`config.mk`:
```
export PLATFORM = sky130hd
export DESIGN_NAME = tseg_timer
export DESIGN_NICKNAME = d
export VERILOG_FILES = /design/src/logic/tseg_pkg.sv /design/src/logic/tseg_timer.sv
export SDC_FILE = /design/constraint.sdc
export NUM_CORES = 1
export LEC_CHECK = 0
export ABC_AREA = 1
export BUFFER_PORTS_ARGS = -buffer_cell sky130_fd_sc_hd__buf_2
export CORE_ASPECT_RATIO = 1.75
export CORE_MARGIN = 4
export CORE_UTILIZATION = 50
export DETAILED_ROUTE_END_ITERATION = 8
export PLACE_DENSITY = 0.69
export SKIP_CTS_REPAIR_TIMING = 1
export SYNTH_ARGS = -nofsm -noshare
export SYNTH_HDL_FRONTEND = slang
export SYNTH_SLANG_ARGS = --single-unit
export TNS_END_PERCENT = 30
```
`constraint.sdc`:
```
create_clock -name aclk -period 3.2 [get_ports aclk]
set_clock_uncertainty 0.05 [all_clocks]
set_input_delay 0.64 -clock aclk [delete_from_list [all_inputs] [get_ports aclk]]
set_output_delay 0.64 -clock aclk [all_outputs]
set_load 0.02 [all_outputs]
```
`src/logic/tseg_pkg.sv`:
```
// How it works
// RL1 - writing one to force_update_bit reinitialises the counter and makes an update event
// RL2 - force_update_bit self-clears in hardware after it acts
// RL3 - every update event clears the prescaler count, prescaler factor kept
// RL4 - forced update while counting down loads the counter with reload_value
// RL5 - forced update while counting up or center-aligned clears the counter
// RL6 - channel 1 output mode: force sets ch1_event_flag, raises enabled irq and dma
// RL7 - channel 1 input mode: force copies counter into ch1_capture_value, sets flag
// RL8 - forced capture with ch1_event_flag already set also sets repeat-capture flag
// RL9 - bits 2 to 4 do the same for channels 2 to 4
// RL10 - force_trigger_bit makes a trigger event, zero does nothing, bit self-clears
// RL11 - forced update sets update_event_flag until software writes zero to it
// RL12 - trigger event sets trigger_event_flag until software clears it
// RL13 - software_event_trigger reads as zero, reserved bits ignored on write
package tseg_pkg;
  // ----------------------------------------
  // register byte offsets
  // ----------------------------------------
  localparam logic [7:0] OFS_CTRL = 8'h00;
  localparam logic [7:0] OFS_STATUS = 8'h10;
  localparam logic [7:0] OFS_EVENT = 8'h14;
  localparam logic [7:0] OFS_IRQ_EN = 8'h0c;
  localparam logic [7:0] OFS_RELOAD = 8'h2c;
  localparam logic [7:0] OFS_PSC = 8'h28;
  localparam logic [7:0] OFS_CNT = 8'h24;
  localparam logic [7:0] OFS_CAP1 = 8'h34;
  // ----------------------------------------
  // field positions
  // ----------------------------------------
  localparam int BIT_UPDATE = 0;
  localparam int BIT_CH_LO = 1;
  localparam int BIT_TRIGGER = 6;
  localparam int BIT_RPT_LO = 9;
  localparam int BIT_DOWN = 4;
  localparam int BIT_CMS_LO = 5;
  localparam int BIT_CH_INPUT_LO = 8;
  localparam int BIT_DMA_LO = 9;
  localparam int NUM_CH = 4;
  // ----------------------------------------
  // reset values and responses
  // ----------------------------------------
  localparam logic [15:0] RST_REG16 = 16'h0000;
  localparam logic [15:0] RST_RELOAD = 16'hffff;
  localparam logic [1:0] RESP_OKAY = 2'b00;
  localparam logic [1:0] RESP_SLVERR = 2'b10;
  localparam logic [15:0] STATUS_MASK = 16'h1e5f;
endpackage

```
`src/logic/tseg_timer.sv`:
```
`timescale 1ns/1ps
module tseg_timer (
  input wire logic aclk,
  input wire logic aresetn,
  input wire logic [7:0] s_axi_awaddr,
  input wire logic s_axi_awvalid,
  output logic s_axi_awready,
  input wire logic [31:0] s_axi_wdata,
  input wire logic [3:0] s_axi_wstrb,
  input wire logic s_axi_wvalid,
  output logic s_axi_wready,
  output logic [1:0] s_axi_bresp,
  output logic s_axi_bvalid,
  input wire logic s_axi_bready,
  input wire logic [7:0] s_axi_araddr,
  input wire logic s_axi_arvalid,
  output logic s_axi_arready,
  output logic [31:0] s_axi_rdata,
  output logic [1:0] s_axi_rresp,
  output logic s_axi_rvalid,
  input wire logic s_axi_rready,
  output logic irq,
  output logic [3:0] dma_req,
  output logic update_pulse,
  output logic trigger_pulse
);
  // ----------------------------------------
  // state
  // ----------------------------------------
  localparam int NUM_CH_L = tseg_pkg::NUM_CH;

  // bus channel holding registers
  logic aw_ff;
  logic w_ff;
  logic b_ff;
  logic r_ff;
  logic [7:0] awaddr_ff;
  logic [31:0] wdata_ff;
  logic [31:0] rdata_ff;
  logic [3:0] wstrb_ff;
  logic [1:0] bresp_ff;
  logic [1:0] rresp_ff;
  // software-visible settings
  logic [15:0] ctrl_ff;
  logic [15:0] ien_ff;
  logic [15:0] reload_ff;
  logic [15:0] psc_ff;
  // counting engine
  logic [15:0] cnt_ff;
  logic [15:0] pscnt_ff;
  logic [15:0] cap_ff [NUM_CH_L];
  // sticky status flags, one register per concern
  logic upd_flag_ff;
  logic trg_flag_ff;
  logic [3:0] ch_flag_ff;
  logic [3:0] rpt_flag_ff;
  logic [15:0] status_word;
  // registered request and event pulses
  logic [3:0] dma_ff;
  logic upd_ff;
  logic trg_ff;

  // decode of the write that completes this cycle
  logic wr_go;
  logic [15:0] wval;
  logic force_update;
  logic force_trigger;
  logic [3:0] force_ch;
  // mode bits taken from the control register
  logic [3:0] ch_input;
  logic counting_down;

  // ----------------------------------------
  // decode helpers
  // ----------------------------------------
  // merges byte strobes into the low half word
  function automatic logic [15:0] merge16(input logic [15:0] old, input logic [31:0] d,
                                          input logic [3:0] s);
    merge16 = {s[1] ? d[15:8] : old[15:8], s[0] ? d[7:0] : old[7:0]};
  endfunction

  // true when a write to the given offset completes this cycle
  function automatic logic hit(input logic [7:0] ofs);
    hit = wr_go && (awaddr_ff == ofs);
  endfunction

  // byte offset of a channel's capture register
  function automatic logic [7:0] cap_ofs(input int idx);
    cap_ofs = tseg_pkg::OFS_CAP1 + 8'(4 * idx);
  endfunction

  // true when software writes zero to this status bit, its byte lane enabled
  function automatic logic clr_bit(input int pos);
    clr_bit = hit(tseg_pkg::OFS_STATUS) && wstrb_ff[pos / 8] && !wval[pos];
  endfunction

  // true for an aligned offset that names a register of this block
  function automatic logic reg_mapped(input logic [7:0] ofs);
    reg_mapped = 1'b0;
    for (int i = 0; i < NUM_CH_L; i++) begin
      if (ofs == cap_ofs(i)) reg_mapped = 1'b1;
    end
    case (ofs)
      tseg_pkg::OFS_CTRL, tseg_pkg::OFS_IRQ_EN, tseg_pkg::OFS_STATUS, tseg_pkg::OFS_EVENT,
      tseg_pkg::OFS_CNT, tseg_pkg::OFS_PSC, tseg_pkg::OFS_RELOAD: reg_mapped = 1'b1;
      default: ;
    endcase
  endfunction

  // value that a read of the given offset returns, event register included
  function automatic logic [15:0] read_word(input logic [7:0] ofs);
    read_word = 16'h0000;
    case (ofs)
      tseg_pkg::OFS_CTRL: read_word = ctrl_ff;
      tseg_pkg::OFS_IRQ_EN: read_word = ien_ff;
      tseg_pkg::OFS_STATUS: read_word = status_word & tseg_pkg::STATUS_MASK;
      tseg_pkg::OFS_EVENT: read_word = 16'h0000; // [RL13]
      tseg_pkg::OFS_CNT: read_word = cnt_ff;
      tseg_pkg::OFS_PSC: read_word = psc_ff;
      tseg_pkg::OFS_RELOAD: read_word = reload_ff;
      default: read_word = 16'h0000;
    endcase
    for (int i = 0; i < NUM_CH_L; i++) begin
      if (ofs == cap_ofs(i)) read_word = cap_ff[i];
    end
  endfunction

  // ----------------------------------------
  // write channels, taken in either order
  // ----------------------------------------
  assign s_axi_awready = !aw_ff && !b_ff;
  assign s_axi_wready = !w_ff && !b_ff;
  assign wr_go = aw_ff && w_ff && !b_ff;
  assign wval = merge16(16'h0000, wdata_ff, wstrb_ff);

  // address and data holding
  always_ff @(posedge aclk) begin
    if (!aresetn) begin
      aw_ff <= 1'b0;
      w_ff <= 1'b0;
      awaddr_ff <= 8'h00;
      wdata_ff <= 32'h0000_0000;
      wstrb_ff <= 4'h0;
    end else begin
      if (s_axi_awvalid && s_axi_awready) begin
        aw_ff <= 1'b1;
        awaddr_ff <= s_axi_awaddr;
      end else if (wr_go) begin
        aw_ff <= 1'b0;
      end
      if (s_axi_wvalid && s_axi_wready) begin
        w_ff <= 1'b1;
        wdata_ff <= s_axi_wdata;
        wstrb_ff <= s_axi_wstrb;
      end else if (wr_go) begin
        w_ff <= 1'b0;
      end
    end
  end

  // write response
  always_ff @(posedge aclk) begin
    if (!aresetn) begin
      b_ff <= 1'b0;
      bresp_ff <= tseg_pkg::RESP_OKAY;
    end else if (wr_go) begin
      b_ff <= 1'b1;
      bresp_ff <= reg_mapped(awaddr_ff) ? tseg_pkg::RESP_OKAY : tseg_pkg::RESP_SLVERR;
    end else if (s_axi_bready) begin
      b_ff <= 1'b0;
    end
  end
  assign s_axi_bvalid = b_ff;
  assign s_axi_bresp = bresp_ff;

  // ----------------------------------------
  // forced events, one-cycle pulses (bits self-clear)
  // ----------------------------------------
  assign force_update = hit(tseg_pkg::OFS_EVENT) && wval[tseg_pkg::BIT_UPDATE];   // [RL1] [RL2]
  assign force_trigger = hit(tseg_pkg::OFS_EVENT) && wval[tseg_pkg::BIT_TRIGGER]; // [RL10]
  assign force_ch = hit(tseg_pkg::OFS_EVENT) ? wval[tseg_pkg::BIT_CH_LO +: 4] : 4'h0; // [RL9]
  assign ch_input = ctrl_ff[tseg_pkg::BIT_CH_INPUT_LO +: 4];
  assign counting_down = ctrl_ff[tseg_pkg::BIT_DOWN] &&
                         (ctrl_ff[tseg_pkg::BIT_CMS_LO +: 2] == 2'b00);

  // ----------------------------------------
  // settings and counting engine
  // ----------------------------------------
  // control, enables, reload and prescaler factor
  always_ff @(posedge aclk) begin
    if (!aresetn) begin
      ctrl_ff <= tseg_pkg::RST_REG16;
      ien_ff <= tseg_pkg::RST_REG16;
      reload_ff <= tseg_pkg::RST_RELOAD;
      psc_ff <= tseg_pkg::RST_REG16;
    end else begin
      if (hit(tseg_pkg::OFS_CTRL)) ctrl_ff <= merge16(ctrl_ff, wdata_ff, wstrb_ff);
      if (hit(tseg_pkg::OFS_IRQ_EN)) ien_ff <= merge16(ien_ff, wdata_ff, wstrb_ff);
      if (hit(tseg_pkg::OFS_RELOAD)) reload_ff <= merge16(reload_ff, wdata_ff, wstrb_ff);
      if (hit(tseg_pkg::OFS_PSC)) psc_ff <= merge16(psc_ff, wdata_ff, wstrb_ff); // [RL3]
    end
  end

  // counter and prescaler count
  always_ff @(posedge aclk) begin
    if (!aresetn) begin
      cnt_ff <= tseg_pkg::RST_REG16;
      pscnt_ff <= tseg_pkg::RST_REG16;
    end else if (force_update) begin
      pscnt_ff <= 16'h0000; // [RL3]
      cnt_ff <= counting_down ? reload_ff : 16'h0000; // [RL4] [RL5]
    end else if (hit(tseg_pkg::OFS_CNT)) begin
      cnt_ff <= merge16(cnt_ff, wdata_ff, wstrb_ff);
    end else if (pscnt_ff >= psc_ff) begin
      pscnt_ff <= 16'h0000;
      if (ctrl_ff[0]) begin
        cnt_ff <= counting_down ? cnt_ff - 16'h0001 : cnt_ff + 16'h0001;
      end
    end else begin
      pscnt_ff <= pscnt_ff + 16'h0001;
    end
  end

  // capture registers for input-mode channels
  always_ff @(posedge aclk) begin
    if (!aresetn) begin
      for (int i = 0; i < NUM_CH_L; i++) cap_ff[i] <= tseg_pkg::RST_REG16;
    end else begin
      for (int i = 0; i < NUM_CH_L; i++) begin
        if (force_ch[i] && ch_input[i]) begin
          cap_ff[i] <= cnt_ff; // [RL7] [RL9]
        end else if (hit(cap_ofs(i)) && !ch_input[i]) begin
          cap_ff[i] <= merge16(cap_ff[i], wdata_ff, wstrb_ff);
        end
      end
    end
  end

  // ----------------------------------------
  // status flags: write zero clears, set wins
  // ----------------------------------------
  // a set and a software clear in one cycle: the set wins, so no event is lost

  // update flag
  always_ff @(posedge aclk) begin
    if (!aresetn) begin
      upd_flag_ff <= 1'b0;
    end else if (force_update) begin
      upd_flag_ff <= 1'b1; // [RL11]
    end else if (clr_bit(tseg_pkg::BIT_UPDATE)) begin
      upd_flag_ff <= 1'b0;
    end
  end

  // trigger flag
  always_ff @(posedge aclk) begin
    if (!aresetn) begin
      trg_flag_ff <= 1'b0;
    end else if (force_trigger) begin
      trg_flag_ff <= 1'b1; // [RL12]
    end else if (clr_bit(tseg_pkg::BIT_TRIGGER)) begin
      trg_flag_ff <= 1'b0;
    end
  end

  // channel event flags
  always_ff @(posedge aclk) begin
    if (!aresetn) begin
      ch_flag_ff <= 4'h0;
    end else begin
      for (int i = 0; i < NUM_CH_L; i++) begin
        if (force_ch[i]) begin
          ch_flag_ff[i] <= 1'b1; // [RL6] [RL7] [RL9]
        end else if (clr_bit(tseg_pkg::BIT_CH_LO + i)) begin
          ch_flag_ff[i] <= 1'b0;
        end
      end
    end
  end

  // repeat-capture flags: a forced capture over a flag that still stands
  always_ff @(posedge aclk) begin
    if (!aresetn) begin
      rpt_flag_ff <= 4'h0;
    end else begin
      for (int i = 0; i < NUM_CH_L; i++) begin
        if (force_ch[i] && ch_input[i] && ch_flag_ff[i]) begin
          rpt_flag_ff[i] <= 1'b1; // [RL8]
        end else if (clr_bit(tseg_pkg::BIT_RPT_LO + i)) begin
          rpt_flag_ff[i] <= 1'b0;
        end
      end
    end
  end

  // status word as software sees it, reserved bits zero
  always_comb begin
    status_word = 16'h0000;
    status_word[tseg_pkg::BIT_UPDATE] = upd_flag_ff;
    status_word[tseg_pkg::BIT_CH_LO +: 4] = ch_flag_ff;
    status_word[tseg_pkg::BIT_TRIGGER] = trg_flag_ff;
    status_word[tseg_pkg::BIT_RPT_LO +: 4] = rpt_flag_ff;
  end

  // ----------------------------------------
  // requests, pulses and interrupt
  // ----------------------------------------
  // dma requests and event pulses
  always_ff @(posedge aclk) begin
    if (!aresetn) begin
      dma_ff <= 4'h0;
      upd_ff <= 1'b0;
      trg_ff <= 1'b0;
    end else begin
      dma_ff <= force_ch & ien_ff[tseg_pkg::BIT_DMA_LO +: 4]; // [RL6] [RL9]
      upd_ff <= force_update; // [RL1]
      trg_ff <= force_trigger; // [RL10]
    end
  end
  assign dma_req = dma_ff;
  assign update_pulse = upd_ff;
  assign trigger_pulse = trg_ff;
  // interrupt when an enabled update, channel or trigger flag stands; repeat-capture flags never raise it
  assign irq = |(status_word & ien_ff & 16'h005f); // [RL6]

  // ----------------------------------------
  // read channel
  // ----------------------------------------
  always_ff @(posedge aclk) begin
    if (!aresetn) begin
      r_ff <= 1'b0;
      rdata_ff <= 32'h0000_0000;
      rresp_ff <= tseg_pkg::RESP_OKAY;
    end else if (s_axi_arvalid && s_axi_arready) begin
      r_ff <= 1'b1;
      // unmapped offsets read zero and answer with an error
      rdata_ff <= {16'h0000, read_word(s_axi_araddr)};
      rresp_ff <= reg_mapped(s_axi_araddr) ? tseg_pkg::RESP_OKAY : tseg_pkg::RESP_SLVERR;
    end else if (s_axi_rready) begin
      r_ff <= 1'b0;
    end
  end
  assign s_axi_arready = !r_ff;
  assign s_axi_rvalid = r_ff;
  assign s_axi_rdata = rdata_ff;
  assign s_axi_rresp = rresp_ff;
endmodule // tseg_timer

```
==> metrics.csv <==
stage;metric;value;unit
logic_synthesis;cell taking the most area after synthesis;dfxtp_1;
final_layout;area growth from synthesis to layout;12.0;%
power;pwr/cell area;469;nW/um2
setup_path;Startpoint Class;flop;
global_routing;GR Overflow Total;0;
setup_path;crit end category;flop;
placement;post-DP HPWL;30800;um
flow_run;Max Cap Viol;0;
setup_path;critical path type;reg -> reg;
logic_synthesis;Post-synth EDFFs;64;
global_routing;largest net degree at the start of global routing;76;
clocking;worst-skew pair later-pin latency;540;ps
min_path;worst hold path class;in -> reg;
clocking;clk root buf;clkbuf_16;
placement;Place WS;462;ps
logic_synthesis;sequential area share after synthesis;0.424;
clocking;CTS H-Tree Depth;1;
detailed_routing;DR WL/cell;19.9;um
floorplanning;Starting Density;0.505;
setup_path;Worst Path Arrival;3030;ps
detailed_routing;DRT iter0 DRCs;1051;
sta;RSZ-0062 raised after global routing;false;
floorplanning;die height;214;um
logic_synthesis;post-synthesis cell count;1670;
final_layout;commonest non-fill, non-tap cells in the layout;nand2_1, inv_1, o21ai_0;
floorplanning;Core Area;23900;um2
detailed_routing;drt drc;0;
min_path;Hold Path Origin;s_axi_bready;
logic_synthesis;synth warn;0;
sta;Worst Max-Slew Pin Slew;753;ps
final_layout;layout cells sized above 1;0.107;
logic_synthesis;Simple-Gate Fraction of Synth Area;0.230;
floorplanning;Ports;107;
run_status;outcome;completed;
power;Max VDD drop;0.330;mV
sta;setup violators final;0;
floorplanning;row cnt;75;
floorplanning;Die Footprint;26800;um2
final_layout;commonest non-fill, non-tap cell in the layout;nand2_1;
detailed_routing;Avg Vias per Cell;5.72;
logic_synthesis;Post-Synth Adder-Cell Area;0.0187;
logic_synthesis;Post-synth ARST share;0;
min_path;Hold Path Sink;s_axi_bvalid;
detailed_routing;Final ANT Viol Nets;0;
sta;worst slew margin relative to its limit;0.497;
power;Leak Pwr;0.00589;uW
final_layout;Design Area, Final;13500;um2
logic_synthesis;Main synth FF type;dfxtp_1;
placement;IO Port Bufs;70;
detailed_routing;detailed-route via count;11800;
setup_path;r2r worst-path depth;6;
final_layout;Nets;1808;
clocking;CTS tree;built;
placement;Post-DP Area;12700;um2
floorplanning;DIE WIDTH;125;um
logic_synthesis;top cells by area, synth;dfxtp_1, edfxtp_1, nand2_1;
detailed_routing;drt total wl;40900;um
logic_synthesis;post-synthesis mux area share;0;
sta;Fin. Hold Viols;0;
logic_synthesis;largest family of logic cells by synthesized area;simple AND/OR/NAND/NOR gates;
final_layout;antenna cells;0;
power;total power;6340;uW
sta;max frequency;372;MHz
logic_synthesis;Syn Area/Cell;7.23;um2
sta;fin worst setup slack;511;ps
clocking;TritonCTS buffer count;23;
logic_synthesis;complex-gate fraction of the synthesized area;0.199;
sta;pins over their slew limit;0;
logic_synthesis;post-synth cell types;51;
sta;period utilization;0.840;
logic_synthesis;Synth Area in XOR/XNOR;0.0102;
setup_path;reg2reg start;wstrb_ff[0];
sta;setup TNS;0;ps
global_routing;vias in the first global route;11200;
global_routing;initial antenna violation count;1;
setup_path;CP required;3540;ps
placement;RePlAce Congestion;0.965;
logic_synthesis;Synth Cell Area;12100;um2
setup_path;crit-path max FO;16;
logic_synthesis;flops & latches, synth;224;
logic_synthesis;top-area cell type share of the netlist area;0.265;
global_routing;global-route wire length before repair;62000;um
min_path;Hold Crit Depth;2;
clocking;Num Clock Sinks;224;
setup_path;reg2reg end;cap_ff[0][7];
clocking;maximum buffer depth of the clock tree;3;
setup_path;Reg2Reg Setup Slack;510;ps
sta;Fin Hold WS;238;ps
sta;minimum clock period;2690;ps
clocking;Worst-path clk slew;70;ps
global_routing;total track usage;0.296;
detailed_routing;DRT Pass-1 Iters;6;
==> synth_stat cells, drive strengths merged, types with 11 or more instances <==
cell and n:
clkbuf 51, edfxtp 64, dfxtp 160, nand4 19, a21oi 142, nand2 348, o211ai 12, a41oi 11
nor2 121, o21ai 199, nand3 108, nor3 26, inv 254, buf 42, o22ai 39, ha 18
==> critical path, cell delays in order, from the launching register on <==
cell,delay [ps]
dfxtp_1,740
nand2_1,340
nor2_1,320
nand3_1,240
nand2_1,650
nand2_1,120
inv_1,70
==> stage by stage <==
| stage | instances | util |
|---|---|---|
| finish | 2056 | 0.565 |
| global route | 2056 | 0.565 |
| CTS | 2056 | 0.565 |
| detailed placement | 2014 | 0.532 |
| global placement | 2014 | 0.532 |
| floorplan | 1687 | - |
==> cell families after synthesis <==
family	after synthesis
compound gates	434
xor+xnor	14
fa+ha+maj	18
buf+inv	347
flops	224
other cells	1
simple gates	632
==> state kept, by name (all words and copies together) (netlist names), 2 cells and up <==
signal	count
awaddr_ff	8
cap_ff	64
ch_flag_ff	4
cnt_ff	16
ctrl_ff	16
dma_req	4
ien_ff	16
psc_ff	16
pscnt_ff	16
reload_ff	16
rpt_flag_ff	4
s_axi_rdata	16
wdata_ff	16
wstrb_ff	2
==> power breakdown <==
group,internal (uW),total [uW],switching (uW)
sequential,2990,3070,79.5
combinational,107,413,306
clock,1670,2860,1200
total,4760,6340,1580
==> worst max-delay path by stage <==
stage	start	endpoint	slack, ps	cells after the start
floorplan	awaddr_ff[3]	cap_ff[3][0]	830	6
global placement	aresetn	pscnt_ff[2]	500	6
detailed placement	aresetn	pscnt_ff[2]	460	6
CTS	awaddr_ff[1]	cap_ff[0][7]	620	11
global route	awaddr_ff[1]	cap_ff[0][7]	400	11
finish	wstrb_ff[0]	cap_ff[0][7]	510	6
==> area by class of cell <==
| type | count | area, um2 |
|---|---|---|
| clock buffers | 34 | 688 |
| clock inverters | 8 | 110 |
| fillers | 2325 | 10400 |
| inverters | 254 | 953 |
| multi-input cells | 1116 | 5600 |
| flip-flops and latches | 224 | 5120 |
| well taps | 308 | 385 |
| repair buffers | 112 | 668 |
==> metal layers <==
| metal | track usage | routed length [um] |
|---|---|---|
| met1 | 0.329 | 14700 |
| met2 | 0.536 | 20500 |
| met3 | 0.0314 | 2620 |
| met4 | 0.193 | 3050 |
| met5 | 0 | 13 |
Note: power is estimated with default switching activity, not from simulation.
